===== config.mk =====
export PLATFORM = sky130hd
export DESIGN_NAME = stepper_drive_ctrl
export DESIGN_NICKNAME = d
export VERILOG_FILES = /design/src/logic/stepper_pkg.sv /design/src/logic/oc_if.sv /design/src/logic/oc_detector.sv /design/src/logic/stepper_drive_ctrl.sv
export SDC_FILE = /design/constraint.sdc
export NUM_CORES = 1
export LEC_CHECK = 0
export BUFFER_PORTS_ARGS = -buffer_cell sky130_fd_sc_hd__buf_4
export CORE_MARGIN = 10
export CORE_UTILIZATION = 44
export CTS_BUF_LIST = sky130_fd_sc_hd__clkbuf_8 sky130_fd_sc_hd__clkbuf_16
export CTS_CLUSTER_DIAMETER = 30
export DETAILED_ROUTE_END_ITERATION = 12
export GPL_ROUTABILITY_DRIVEN = 0
export PLACE_DENSITY = 0.8
export SYNTH_ARGS = -nofsm -noshare
export SYNTH_HDL_FRONTEND = slang
export SYNTH_SLANG_ARGS = --single-unit

===== constraint.sdc =====
create_clock -name aclk -period 1.55 [get_ports aclk]
set_clock_uncertainty 0.15 [all_clocks]
set_input_delay 0.31 -clock aclk [delete_from_list [all_inputs] [get_ports aclk]]
set_output_delay 0.31 -clock aclk [all_outputs]
set_load 0.1 [all_outputs]

===== src/logic/stepper_pkg.sv =====
package stepper_pkg;
    // clocking and the chop oscillator divider
    localparam int        CLK_FREQ_KHZ  = 50000;
    localparam int        CHOP_FREQ_KHZ = 1600;
    localparam int        CHOP_DIV      = CLK_FREQ_KHZ / CHOP_FREQ_KHZ;
    localparam logic [4:0] CHOP_LAST    = 5'(CHOP_DIV - 1);
    localparam logic [2:0] OC_MASK_TICKS = 3'h4;

    // register map, byte addresses
    localparam logic [3:0] ADDR_CTRL   = 4'h0;
    localparam logic [3:0] ADDR_STATUS = 4'h4;
    localparam int         CTRL_DRV_EN = 0;
    localparam logic       CTRL_RESET  = 1'b1;
    localparam int         ST_THERM    = 0;
    localparam int         ST_OC_A     = 1;
    localparam int         ST_OC_B     = 2;
    localparam int         ST_STBY_N   = 3;
    localparam int         ST_SUPPLY   = 4;
    localparam int         ST_TGT_A    = 5;
    localparam int         ST_TGT_B    = 7;
    localparam logic [1:0] RESP_OKAY   = 2'h0;
    localparam logic [1:0] RESP_DECERR = 2'h3;

    // input bundle width, in bits, through the two-flop synchroniser
    localparam int NSYNC = 12;

    typedef enum logic [2:0] {
        OC_IDLE = 3'b001,
        OC_MASK = 3'b010,
        OC_TRIP = 3'b100
    } oc_state_t;
endpackage


===== src/logic/oc_if.sv =====
`timescale 1ns/100ps
interface oc_if;
    logic tick;
    logic trip;
    logic clear;
    logic fault;
    modport det (input tick, input trip, input clear, output fault);
    modport ctl (output tick, output trip, output clear, input fault);
endinterface


===== src/logic/oc_detector.sv =====
`timescale 1ns/100ps
module oc_detector (
    input  wire logic aclk,
    input  wire logic aresetn,
    oc_if.det         oc
);
    stepper_pkg::oc_state_t state_r;
    logic [2:0]             cnt_r;

    // trip must persist across four oscillator ticks before it latches
    always_ff @(posedge aclk) begin
        if (!aresetn) begin
            state_r <= stepper_pkg::OC_IDLE;
            cnt_r   <= 3'h0;
        end else begin
            case (state_r)
                stepper_pkg::OC_IDLE: begin
                    cnt_r <= 3'h0;
                    if (oc.trip && !oc.clear) begin
                        state_r <= stepper_pkg::OC_MASK;
                    end
                end
                stepper_pkg::OC_MASK: begin
                    if (oc.trip && oc.tick && cnt_r == stepper_pkg::OC_MASK_TICKS - 3'h1) begin
                        state_r <= stepper_pkg::OC_TRIP;
                    end else if (!oc.trip || oc.clear) begin
                        state_r <= stepper_pkg::OC_IDLE; // noise pulse dropped
                    end else if (oc.tick) begin
                        cnt_r <= cnt_r + 3'h1;
                    end
                end
                stepper_pkg::OC_TRIP: begin
                    if (oc.clear) begin
                        state_r <= stepper_pkg::OC_IDLE;
                    end
                end
                default: state_r <= stepper_pkg::OC_IDLE;
            endcase
        end
    end

    // latched fault flag
    always_ff @(posedge aclk) begin
        if (!aresetn) begin
            oc.fault <= 1'b0;
        end else begin
            oc.fault <= (state_r == stepper_pkg::OC_TRIP && !oc.clear) ||
                        (state_r == stepper_pkg::OC_MASK && oc.trip && oc.tick &&
                         cnt_r == stepper_pkg::OC_MASK_TICKS - 3'h1); // set beats clear
        end
    end
endmodule


===== src/logic/stepper_drive_ctrl.sv =====
`timescale 1ns/100ps
module stepper_drive_ctrl (
    input  wire logic        aclk,
    input  wire logic        aresetn,
    // AXI4-Lite slave
    input  wire logic [3:0]  s_axi_awaddr,
    input  wire logic        s_axi_awvalid,
    output logic             s_axi_awready,
    input  wire logic [31:0] s_axi_wdata,
    input  wire logic [3:0]  s_axi_wstrb,
    input  wire logic        s_axi_wvalid,
    output logic             s_axi_wready,
    output logic [1:0]       s_axi_bresp,
    output logic             s_axi_bvalid,
    input  wire logic        s_axi_bready,
    input  wire logic [3:0]  s_axi_araddr,
    input  wire logic        s_axi_arvalid,
    output logic             s_axi_arready,
    output logic [31:0]      s_axi_rdata,
    output logic [1:0]       s_axi_rresp,
    output logic             s_axi_rvalid,
    input  wire logic        s_axi_rready,
    // controller pins
    input  wire logic        chan_a_level_sel0,
    input  wire logic        chan_a_level_sel1,
    input  wire logic        chan_b_level_sel0,
    input  wire logic        chan_b_level_sel1,
    input  wire logic        chan_a_dir,
    input  wire logic        chan_b_dir,
    input  wire logic        standby_n,
    // analog monitors
    input  wire logic        thermal_shutdown_trip,
    input  wire logic [1:0]  overcurrent_shutdown_trip,
    input  wire logic        motor_supply_ok,
    input  wire logic        logic_supply_ok,
    // bridge and regulation outputs, index 0 is channel A
    output logic [1:0]       bridge_pos_drive,
    output logic [1:0]       bridge_neg_drive,
    output logic [1:0]       bridge_hiz,
    output logic [1:0]       current_negative,
    output logic [1:0]       chan_a_target,
    output logic [1:0]       chan_b_target,
    output logic             chop_oscillator,
    output logic             thermal_shutdown,
    output logic [1:0]       overcurrent_shutdown
);
    logic [stepper_pkg::NSYNC-1:0] meta_r;
    logic [stepper_pkg::NSYNC-1:0] sync_r;
    logic [1:0]  sel0_s, sel1_s, dir_s, oc_trip_s;
    logic        stby_s, therm_s, supply_s;
    logic [4:0]  div_r;
    logic        drv_en_r;
    logic [1:0]  oc_fault;
    logic [1:0]  active;
    logic        aw_got_r, w_got_r;
    logic [3:0]  awaddr_r;
    logic [31:0] wdata_r;
    logic [3:0]  wstrb_r;

    function automatic logic addr_known(input logic [3:0] a);
        addr_known = (a == stepper_pkg::ADDR_CTRL) || (a == stepper_pkg::ADDR_STATUS);
    endfunction

    // every pin passes two flops; the first stage is read by nothing else
    always_ff @(posedge aclk) begin
        if (!aresetn) begin
            meta_r <= '0;
            sync_r <= '0;
        end else begin
            meta_r <= {chan_b_level_sel1, chan_b_level_sel0, chan_a_level_sel1,
                       chan_a_level_sel0, chan_b_dir, chan_a_dir, standby_n,
                       thermal_shutdown_trip, overcurrent_shutdown_trip,
                       motor_supply_ok, logic_supply_ok};
            sync_r <= meta_r;
        end
    end

    assign sel1_s    = {sync_r[11], sync_r[9]};
    assign sel0_s    = {sync_r[10], sync_r[8]};
    assign dir_s     = sync_r[7:6];
    assign stby_s    = sync_r[5];
    assign therm_s   = sync_r[4];
    assign oc_trip_s = sync_r[3:2];
    assign supply_s  = sync_r[1] & sync_r[0];

    // chop oscillator: a one-cycle enable, stopped with its divider cleared in standby or undervoltage
    always_ff @(posedge aclk) begin
        if (!aresetn) begin
            div_r           <= 5'h0;
            chop_oscillator <= 1'b0;
        end else if (!stby_s || !supply_s) begin
            div_r           <= 5'h0;
            chop_oscillator <= 1'b0;
        end else begin
            div_r           <= (div_r == stepper_pkg::CHOP_LAST) ? 5'h0 : div_r + 5'h1;
            chop_oscillator <= (div_r == stepper_pkg::CHOP_LAST);
        end
    end

    // thermal latch; a trip in the clearing cycle still wins
    always_ff @(posedge aclk) begin
        if (!aresetn) begin
            thermal_shutdown <= 1'b0;
        end else if (therm_s) begin
            thermal_shutdown <= 1'b1;
        end else if (!stby_s) begin
            thermal_shutdown <= 1'b0;
        end
    end

    // per-channel overcurrent detectors; standby low acts as the clear
    for (genvar i = 0; i < 2; i++) begin : g_oc
        oc_if ocb ();
        assign ocb.tick   = chop_oscillator;
        assign ocb.trip   = oc_trip_s[i];
        assign ocb.clear  = !stby_s;
        assign oc_fault[i] = ocb.fault;
        oc_detector u_det (
            .aclk    (aclk),
            .aresetn (aresetn),
            .oc      (ocb)
        );
    end

    // a channel drives only if every enable and every protection agrees
    always_comb begin
        for (int i = 0; i < 2; i++) begin
            active[i] = (sel0_s[i] | sel1_s[i]) & stby_s & supply_s & drv_en_r &
                        !thermal_shutdown & !therm_s & !oc_fault[i];
        end
    end

    // bridge outputs, registered so the pins never glitch
    always_ff @(posedge aclk) begin
        if (!aresetn) begin
            bridge_pos_drive     <= 2'h0;
            bridge_neg_drive     <= 2'h0;
            bridge_hiz           <= 2'h3;
            current_negative     <= 2'h0;
            chan_a_target        <= 2'h0;
            chan_b_target        <= 2'h0;
            overcurrent_shutdown <= 2'h0;
        end else begin
            bridge_hiz           <= ~active;
            bridge_pos_drive     <= active & dir_s;
            bridge_neg_drive     <= active & ~dir_s;
            current_negative     <= active & ~dir_s;
            chan_a_target        <= active[0] ? {sel0_s[0], sel1_s[0]} : 2'h0;
            chan_b_target        <= active[1] ? {sel0_s[1], sel1_s[1]} : 2'h0;
            overcurrent_shutdown <= oc_fault;
        end
    end

    // write channel: address and data taken in either order, then one response
    always_ff @(posedge aclk) begin
        if (!aresetn) begin
            s_axi_awready <= 1'b1;
            s_axi_wready  <= 1'b1;
            s_axi_bvalid  <= 1'b0;
            s_axi_bresp   <= stepper_pkg::RESP_OKAY;
            aw_got_r      <= 1'b0;
            w_got_r       <= 1'b0;
            awaddr_r      <= 4'h0;
            wdata_r       <= 32'h0;
            wstrb_r       <= 4'h0;
            drv_en_r      <= stepper_pkg::CTRL_RESET;
        end else begin
            if (s_axi_awvalid && s_axi_awready) begin
                aw_got_r      <= 1'b1;
                awaddr_r      <= s_axi_awaddr;
                s_axi_awready <= 1'b0;
            end
            if (s_axi_wvalid && s_axi_wready) begin
                w_got_r      <= 1'b1;
                wdata_r      <= s_axi_wdata;
                wstrb_r      <= s_axi_wstrb;
                s_axi_wready <= 1'b0;
            end
            if (aw_got_r && w_got_r && !s_axi_bvalid) begin
                s_axi_bvalid <= 1'b1;
                s_axi_bresp  <= addr_known(awaddr_r) ? stepper_pkg::RESP_OKAY
                                                     : stepper_pkg::RESP_DECERR;
                if (awaddr_r == stepper_pkg::ADDR_CTRL && wstrb_r[0]) begin
                    drv_en_r <= wdata_r[stepper_pkg::CTRL_DRV_EN];
                end
            end
            if (s_axi_bvalid && s_axi_bready) begin
                s_axi_bvalid  <= 1'b0;
                aw_got_r      <= 1'b0;
                w_got_r       <= 1'b0;
                s_axi_awready <= 1'b1;
                s_axi_wready  <= 1'b1;
            end
        end
    end

    // read channel: data registered on the same edge that takes the address
    always_ff @(posedge aclk) begin
        if (!aresetn) begin
            s_axi_arready <= 1'b1;
            s_axi_rvalid  <= 1'b0;
            s_axi_rdata   <= 32'h0;
            s_axi_rresp   <= stepper_pkg::RESP_OKAY;
        end else if (s_axi_arvalid && s_axi_arready) begin
            s_axi_arready <= 1'b0;
            s_axi_rvalid  <= 1'b1;
            s_axi_rresp   <= addr_known(s_axi_araddr) ? stepper_pkg::RESP_OKAY
                                                      : stepper_pkg::RESP_DECERR;
            s_axi_rdata   <= 32'h0;
            if (s_axi_araddr == stepper_pkg::ADDR_CTRL) begin
                s_axi_rdata[stepper_pkg::CTRL_DRV_EN] <= drv_en_r;
            end else if (s_axi_araddr == stepper_pkg::ADDR_STATUS) begin
                s_axi_rdata[stepper_pkg::ST_THERM]   <= thermal_shutdown;
                s_axi_rdata[stepper_pkg::ST_OC_A]    <= oc_fault[0];
                s_axi_rdata[stepper_pkg::ST_OC_B]    <= oc_fault[1];
                s_axi_rdata[stepper_pkg::ST_STBY_N]  <= stby_s;
                s_axi_rdata[stepper_pkg::ST_SUPPLY]  <= supply_s;
                s_axi_rdata[stepper_pkg::ST_TGT_A+:2] <= chan_a_target;
                s_axi_rdata[stepper_pkg::ST_TGT_B+:2] <= chan_b_target;
            end
        end else if (s_axi_rvalid && s_axi_rready) begin
            s_axi_rvalid  <= 1'b0;
            s_axi_arready <= 1'b1;
        end
    end
endmodule


[Yosys cells after proc, flatten, opt, wreduce, memory -nomap -nowiden]
Index checks and enable logic that the tools add are counted.
Storage, ports and cells
  word-level logic and storage cells: 159
  input port bits: 63
  output and inout bits: 57
  flip-flop bits (word level): 84
Operators by class
  bitwise operators: 20
  mux-type cells: 28
  reduce and logical (&&, ||, !) cells: 53
  $add $sub $neg: 3
  eq/ne operators: 24
Operator list (count)
  3-bit 2-to-1 mux: 13
  1-bit logical AND: 22
  2-bit != test (second input constant): 9
  3-bit one-hot mux with 3 select lines: 2
  1-bit bitwise AND: 13
  3-bit by 2-bit equality test with 1-bit output (second input constant): 4
  3-bit one-hot mux with 2 select lines: 2
  1-bit logical NOT: 9
  9-bit 2-to-1 mux: 1
  4-bit by 3-bit equality test with 1-bit output (second input constant): 2
  4-bit logical NOT: 2
  8-bit 2-to-1 mux: 1
  4-bit AND reduction: 2
  1-bit logical OR: 7
  1-bit 2-to-1 mux: 7
  3-bit by 1-bit adder with 3-bit output (second input constant): 2
  3-bit by 1-bit equality test with 1-bit output (second input constant): 2
  3-bit equality test (second input constant): 2
  3-bit by 1-bit != test with 1-bit output (second input constant): 2
  2-bit AND reduction: 3
  3-bit AND reduction: 2
  2-bit nonzero test: 3
  5-bit by 1-bit adder with 5-bit output (second input constant): 1
  5-bit equality test (second input constant): 1
  8 further kinds: 14

[Depth between registers and ports, before layout]
Gate-level depths: netlist of run 1.
  depth in word-level cells: 8
  gate-level depth with buffers: 5
  mapped depth without buffers: 5

[By module]
From an unflattened synthesis of run 1, not the netlist that was laid out.
Unflattened totals
  cells, all modules: 314
  area, all modules: 3200.6 um2
Modules (own cells, without submodules)
  stepper_drive_ctrl: area each 2489.9 um2, instances 1, sequential area each 1361.3 um2, cells an instance 242
  oc_detector: area each 355.3 um2, instances 2, sequential area each 140.1 um2, cells an instance 36

[Least setup slack after synthesis of run 1]
OpenSTA, ideal clock, no wires.
  path kind: register to register
  from: register chop_oscillator
  to: register g_oc[1].u_det.cnt_r[1]
  arrival time: 1.708 ns
  library setup time: 0.075 ns
  path buffers: 0
  data required time: 1.325 ns
  cell stages (with the launch flop): 4
  period minus slack after synthesis: 1.933 ns
  path slack: -0.383 ns
  path through: dfxtp_1 nand4bb_1 or3_4 o22ai_1
On the way
  longest elaborated chain between the ends: 4
  elaborated cells between the ends (all ways): 5
  classes of those cells: eq/ne (2); reduce/logical (3)
RTL lines
  start: declaration: RTL line stepper_drive_ctrl.sv:43  | output logic chop_oscillator,
  start signal: assignment: RTL line stepper_drive_ctrl.sv:96  | chop_oscillator <= (div_r == stepper_pkg::CHOP_LAST);
  1-bit logical AND (2 in series): RTL line oc_detector.sv:24  | if (oc.trip && oc.tick && cnt_r == stepper_pkg::OC_MASK_TICKS - 3'h1) begin
  2-bit != test (no source line)
  4-bit AND reduction (no source line) *
  end signal: assignment: RTL line oc_detector.sv:29  | cnt_r <= cnt_r + 3'h1;
  end: declaration: RTL line oc_detector.sv:8  | logic [2:0] cnt_r;
Mark *: on every way between the ends. The rest lies on a longest branch, timed or not.
A chain may end at the register's enable or synchronous reset.

[Final worst setup path of run 1]
  from: register g_oc[1].u_det.cnt_r[0]
  to: register g_oc[1].u_det.cnt_r[0]
On the way
  longest elaborated chain between the ends: 5
  elaborated cells between the ends (all ways): 9
  classes of those cells: add/sub (1); eq/ne (2); mux (4); reduce/logical (2)
RTL lines
  3-bit by 1-bit adder with 3-bit output: RTL line oc_detector.sv:29
  3-bit 2-to-1 mux: RTL line oc_detector.sv:28  | end else if (oc.tick) begin
  3-bit 2-to-1 mux: RTL line oc_detector.sv:26  | end else if (!oc.trip || oc.clear) begin
  3-bit 2-to-1 mux: RTL line oc_detector.sv:24
  3-bit one-hot mux with 2 select lines: RTL line oc_detector.sv:16  | case (state_r)
Several ways; a longest one is shown, not always the timed one. The select of a mux whose other input is x is not followed.

==> results of run 1 <==
-- synthesized netlist by cell type, types with 7 or more instances --
cell type,count,share of area
nand2b_1,7,0.014
inv_1,7,0.0082
mux2i_1,7,0.022
a21boi_0,16,0.037
nand2_1,24,0.028
o21ai_0,7,0.011
and2_1,31,0.060
nand4_1,11,0.021
buf_4,27,0.063
nand3_1,14,0.022
nor2_1,9,0.011
dfxtp_1,82,0.51
-- logic make-up after synthesis --
family / count (synthesis)
other cells: 1
buf+inv: 44
flops: 82
simple gates: 132
xor+xnor: 3
fa+ha+maj: 6
compound gates: 39
mux: 8
-- flip-flops by register name, indices dropped and copies added, names as in the netlist, 2 cells and up --
signal and cells:
current_negative 2, bridge_pos_drive 2, g_oc.u_det.oc.fault 2, g_oc.u_det.state_r 6, chan_a_target 2, bridge_hiz 2
awaddr_r 4, s_axi_rdata 9, chan_b_target 2, sync_r 12, meta_r 12, g_oc.u_det.cnt_r 6
div_r 5, overcurrent_shutdown 2
-- stage by stage --
stage	setup WS (ps)	total power, mW	cells	instance area (µm²)	utilization
after floorplan	4.468	2.812	337	3337	-
after global routing	-121.4	4.733	484	3998	0.5571
after detailed placement	-56.86	2.889	468	3719	0.5182
final	-43.58	4.546	484	3998	0.5571
after global placement	-25.62	2.875	468	3719	0.5182
after CTS	-16.48	4.582	484	3974	0.5538
-- power by group --
group | switching, mW | internal, mW
clock network | 0.783 | 0.918
logic | 0.481 | 0.149
registers | 0.0463 | 2.17
total | 1.31 | 3.24
-- worst min-delay path by stage --
stage                                  from             endpoint
3_3_place_gp                      sync_r[6]  current_negative[0]
4_1_cts        overcurrent_shutdown_trip[0]            meta_r[2]
5_1_grt        overcurrent_shutdown_trip[0]            meta_r[2]
6_report       overcurrent_shutdown_trip[0]            meta_r[2]
3_5_place_dp                      sync_r[6]  current_negative[0]
2_1_floorplan                     sync_r[6]  current_negative[0]
-- what timing repair did --
action | in CTS | in global routing
pin swaps | 2 | 0
gates resized for setup | 4 | 7
endpoints found under the setup margin | 3 | 11
-- routing by layer --
layer | up-vias | part of all wire | global-route usage
met3 | 8 | 0.054 | 0.03959
met5 | - | 0 | 0
met2 | 44 | 0.52 | 0.2044
li1 | 1155 | - | -
met1 | 1082 | 0.41 | 0.1232
met4 | 0 | 0.014 | 0.05784
-- final cells by class --
| class | instances | area [µm²] |
|---|---|---|
| Fill cell | 640 | 3178 |
| Sequential cell | 82 | 1663 |
| Multi-Input combinational cell | 211 | 1433 |
| Timing Repair Buffer | 69 | 529.3 |
| Clock buffer | 9 | 123.9 |
| Tap cell | 99 | 123.9 |
| Clock inverter | 7 | 98.84 |
| Inverter | 7 | 26.28 |
==> impl_metrics.ini, run 1 <==
[status]
outcome = finished with violations
violations = setup timing

[yosys]
synth_fa_ha_area_frac = 0.02339
synthXorXnorAreaFrac = 0.008187
synth_ff_type = dfxtp_1
synth_edf_count = 0
synthCells = 315
synth_top_family_by_area = simple AND/OR/NAND/NOR gates
synth-simple-area-share = 0.2596
ys_types = 47
synth-async-reset-ratio = 0
synthMuxAreaShare = 0.02534
yosys_warnings = 0
synth_seq_cells = 82
yosysSeqAreaShare = 0.5115
synth_compound_area_frac = 0.08148
syn_area_um2 = 3209
syn_area_per_cell_um2 = 10.19

[clock_network]
htree_levels = 3
cts_setup_buffers = 0
clk_pin_slew_ps = 80
root_buffer = clkbuf_8
cts_buffer_depth = 2
clock_sinks = 82
clk-insertion-delay-late_ps = 350
cts_hold_buf = 0
cts_buffers = 9
tritoncts = yes

[floorplanning]
io_pins = 120
rows = 31
die_h_um = 105.4
fp.dieW_um = 105.4
start_util = 0.4473
core_region_area_um2 = 7176
dieArea_um2 = 11110

[drt]
vias = 2289
drc = 0
first_iter_violations = 70
via_per_inst = 4.729
drt_wl_total_um = 6466
ant_nets = 0
wl_per_cell_um = 13.36
drt-pass1-iter-count = 4

[worst_setup_path]
endpoint = g_oc[1].u_det.cnt_r[0]
cp-end-kind = flip-flop
crit_start = g_oc[1].u_det.cnt_r[0]
regToRegSetupSlack_ps = -40
crit_chain = ha_4 -> ha_4 -> nand4bb_4 -> or3_4 -> mux2i_1
crit_arrival_ps = 1700
crit_type = flip-flop to flip-flop
timing.critical_path.fanout_max = 3
reg2reg_from = g_oc[1].u_det.cnt_r[0]
path_depth = 5
cpLargestDelayFamily = simple AND/OR/NAND/NOR gates
crit_path_max_incr_delay_ps = 360
cp.buffers_inverters = 0
reg2regPathDepth = 5
r2r_end = g_oc[1].u_det.cnt_r[0]
critPathLaunchType = flip-flop
cpMaxStageDelayCell = or3_4
crit_top_cell = ha_4
cp.required_ps = 1660

[timing]
rsz0062_at_grt = true
final-max-slew-violation-count = 0
post-route-period-util = 1.028
fin_hold_ws_ps = 12.09
setup_tns_ps = -43.58
hold_viol = 0
post-route-min-period_ps = 1594
fin_ws_ps = -43.58
setup_violations = 1
fmax_mhz = 627.5

[job]
drv_cap = 0

[final_layout]
layout-drive-gt1-share = 0.3091
nNetsFinal = 449
mostFrequentLayoutCells = dfxtp_1, buf_4, and2_1, nand2_1, conb_1
final_common_cell = dfxtp_1
antenna_cells = 0
areaGrowthSynthToFinish_pct = 24.56

[min_path]
hp-class = input pin to flip-flop
hold_depth = 2

[pwr]
p_leak_nw = 1.676
vdd_drop_max_mv = 0.5078
powerDensity_nw_per_um2 = 1137

[grt]
grt_pass1_vias = 2358
grt_start_max_net_pins = 39
grt.overflow.total = 0
antenna_found_initial = 0
grt_usage = 0.1170
grt_first_pass_wirelength_um = 10780

[placed_design]
io_buffers = 62
dpl.hpwl_um = 4825
(Power assumes the default switching activity.)
==> run 2, diff against run 1 <==
--- a/config.mk
+++ b/config.mk
@@ -5,14 +5,16 @@
 export SDC_FILE = /design/constraint.sdc
 export NUM_CORES = 1
 export LEC_CHECK = 0
+export ABC_AREA = 1
 export BUFFER_PORTS_ARGS = -buffer_cell sky130_fd_sc_hd__buf_4
+export CORE_ASPECT_RATIO = 0.7
 export CORE_MARGIN = 10
 export CORE_UTILIZATION = 44
 export CTS_BUF_LIST = sky130_fd_sc_hd__clkbuf_8 sky130_fd_sc_hd__clkbuf_16
 export CTS_CLUSTER_DIAMETER = 30
 export DETAILED_ROUTE_END_ITERATION = 12
 export GPL_ROUTABILITY_DRIVEN = 0
-export PLACE_DENSITY = 0.8
+export PLACE_DENSITY = 0.79
 export SYNTH_ARGS = -nofsm -noshare
 export SYNTH_HDL_FRONTEND = slang
 export SYNTH_SLANG_ARGS = --single-unit
==> run 2 against run 1 <==
  * The run now ends clean
  * Cell area increased by 1.7%
  * Register-to-register slack improved by 120 ps
  * Clock power decreased by 7%
  * Global-route usage increased by 1.3 points
  * Final cell count increased by 21%
  * First-iteration DRC count increased by 110%
  * Critical path type is now flip-flop to primary output
  * Largest cell class unchanged
==> impl_metrics.ini, run 2 <==
[yosys]
yosysSeqAreaShare = 0.5085
syn_area_per_cell_um2 = 7.893
synth_area_leaders = dfxtp_1, nand2_1, inv_1
synth_ff_type = dfxtp_1
synth_common_cells = dfxtp_1, nand2_1, inv_1
synth_edf_count = 0
synth-async-reset-ratio = 0
synth_seq_cells = 82
synth.top_cell.area_share = 0.5085
yosys_warnings = 0
synthCells = 409
synth.most_common_cell = dfxtp_1
yosysTopAreaCell = dfxtp_1
syn_area_um2 = 3228
ys_types = 28

[pwr]
p_sw_frac = 0.3249
comb_power_share = 0.183
powerDensity_nw_per_um2 = 1159
vdd_drop_max_mv = 0.7887
p_switching_mw = 1.532
p_leak_nw = 2.036
pwr-share-clk = 0.336
p_int_mw = 3.182
seq_power_share = 0.481

[floorplanning]
dieArea_um2 = 11220
start_util = 0.4470
rows = 26
io_pins = 120
die_h_um = 91.67
core_region_area_um2 = 7222
fp.dieW_um = 122.4

[drt]
via_per_inst = 4.440
wl_per_cell_um = 11.79
drc = 0
vias = 2611
drt-pass1-iter-count = 4
drt_wl_total_um = 6934
first_iter_violations = 149
ant_nets = 0

[final_layout]
multiInputGateArea_um2 = 1204
final_common_cell = nand2_1
fin_cells = 588
reg.largest.list = meta_r: 12 flops, sync_r: 12 flops, s_axi_rdata: 9 flops
n_fill_cell = 648
seq_area_um2 = 1658
mostFrequentLayoutCells = nand2_1, dfxtp_1, inv_1, buf_4, nor2_1
nNetsFinal = 554
layout-drive-gt1-share = 0.2367
antenna_cells = 0
areaGrowthSynthToFinish_pct = 25.97

[placed_design]
dp_cells = 560
dpl.hpwl_um = 5181
pre_cts_slack_ps = -21.15
io_buffers = 62

[timing]
rsz0062_at_grt = true
fmax_mhz = 666.5
setup_violations = 0
post-route-min-period_ps = 1500
hold_viol = 0
final-max-slew-violation-count = 0
fin_ws_ps = 49.59
post-route-period-util = 0.9680

[grt]
grt.overflow.total = 0
grt_start_max_net_pins = 28
grt_usage = 0.1302
antenna_found_initial = 0
grt_first_pass_wirelength_um = 11970
grt_pass1_vias = 2695

[clock_network]
cts_buffers = 9
cts_setup_buffers = 0
clk-insertion-delay-late_ps = 350
htree_levels = 3
cts_buffer_depth = 2
clock_sinks = 82
tritoncts = yes
clk_pin_slew_ps = 90
root_buffer = clkbuf_8

[job]
drv_cap = 0

[worst_setup_path]
cpMaxStageDelayCell = dfxtp_2
timing.critical_path.fanout_max = 5
regToRegSetupSlack_ps = 80
cp.buffers_inverters = 1
cp-end-kind = primary output
crit_arrival_ps = 1040
critPathLaunchType = flip-flop
cp.required_ps = 1090
crit_chain = buf_4
crit_type = flip-flop to primary output
cpLargestDelayFamily = flip-flops
crit_path_max_incr_delay_ps = 380

[min_path]
hp-class = input pin to flip-flop

[status]
outcome = completed
==> run 2: changes by cell type in the layout (fill, tap and decap cells not counted), moves of 12 or more <==
cell	before	now
inv_1	7	69
nand2_1	24	79
nor2_1	9	47
and2_1	31	0
a21boi_0	16	0
nand3_1	14	27
dlygate4sd3_1	0	12
==> run 2: power by group through the flow <==
stage	Sequential, mW	Combinational (mW)	Clock, mW
floorplan	2.43	0.604	0
global placement	2.31	0.813	0
detailed placement	2.32	0.835	0
CTS	2.27	0.860	1.62
global route	2.28	0.943	1.72
finish	2.27	0.864	1.58
==> run 2: cells by family (layout without fill, tap and decap cells) <==
group,Yosys count,in the layout,synth area share
AOI/OAI and AO/OA,33,33,0.05388
xor gates and xnor gates,2,2,0.005427
adders and majority gates,6,6,0.02326
buffers and inverters,105,164,0.1562
DFF,82,82,0.5085
other,1,23,0.001162
and+or+nand+nor,180,180,0.2516
==> run 2: routing by layer <==
layer	vias up	share of wire	track usage
li1	1356	-	-
met1	1173	0.43	0.1459
met2	73	0.47	0.2191
met3	9	0.080	0.04838
met4	0	0.013	0.05284
met5	-	0	0
==> run 2: what timing repair did <==
action                                 4_1_cts  5_1_grt
hold buffers                                12        0
endpoints found under the hold margin       12        0
resized for setup                            1        8
pin swaps                                    0        5
setup endpoints to repair                    1        5
==> run 2: final timing paths <==
check                                       startpoint                endpoint  cells past startpoint
worst max register to register  g_oc[1].u_det.cnt_r[0]  g_oc[1].u_det.cnt_r[2]                      8
worst min-delay path                      s_axi_bready            s_axi_wready                      3
worst max-delay path                   chop_oscillator         chop_oscillator                      1
worst min register to register               sync_r[6]     current_negative[0]                      1
==> run 2: layout make-up <==
type | instances | area share
Clock inverter | 7 | 0.02062
Timing Repair Buffer | 77 | 0.1495
Inverter | 71 | 0.06554
Clock buffer | 9 | 0.03046
Sequential cell | 82 | 0.4077
Multi-Input combinational cell | 244 | 0.2960
Tap cell | 98 | 0.03015
==> run 2: metrics by stage <==
stage               hold slack, ps  TNS (ps)  total power, mW  area, µm²    util
floorplan                    235.0         0            3.030       3326       -
global placement             240.6         0            3.123       3699  0.5121
detailed placement           244.2    -21.15            3.150       3699  0.5121
CTS                          8.233         0            4.750       4029  0.5579
global route                 16.98    -7.037            4.943       4066  0.5631
finish                       25.72         0            4.714       4066  0.5631
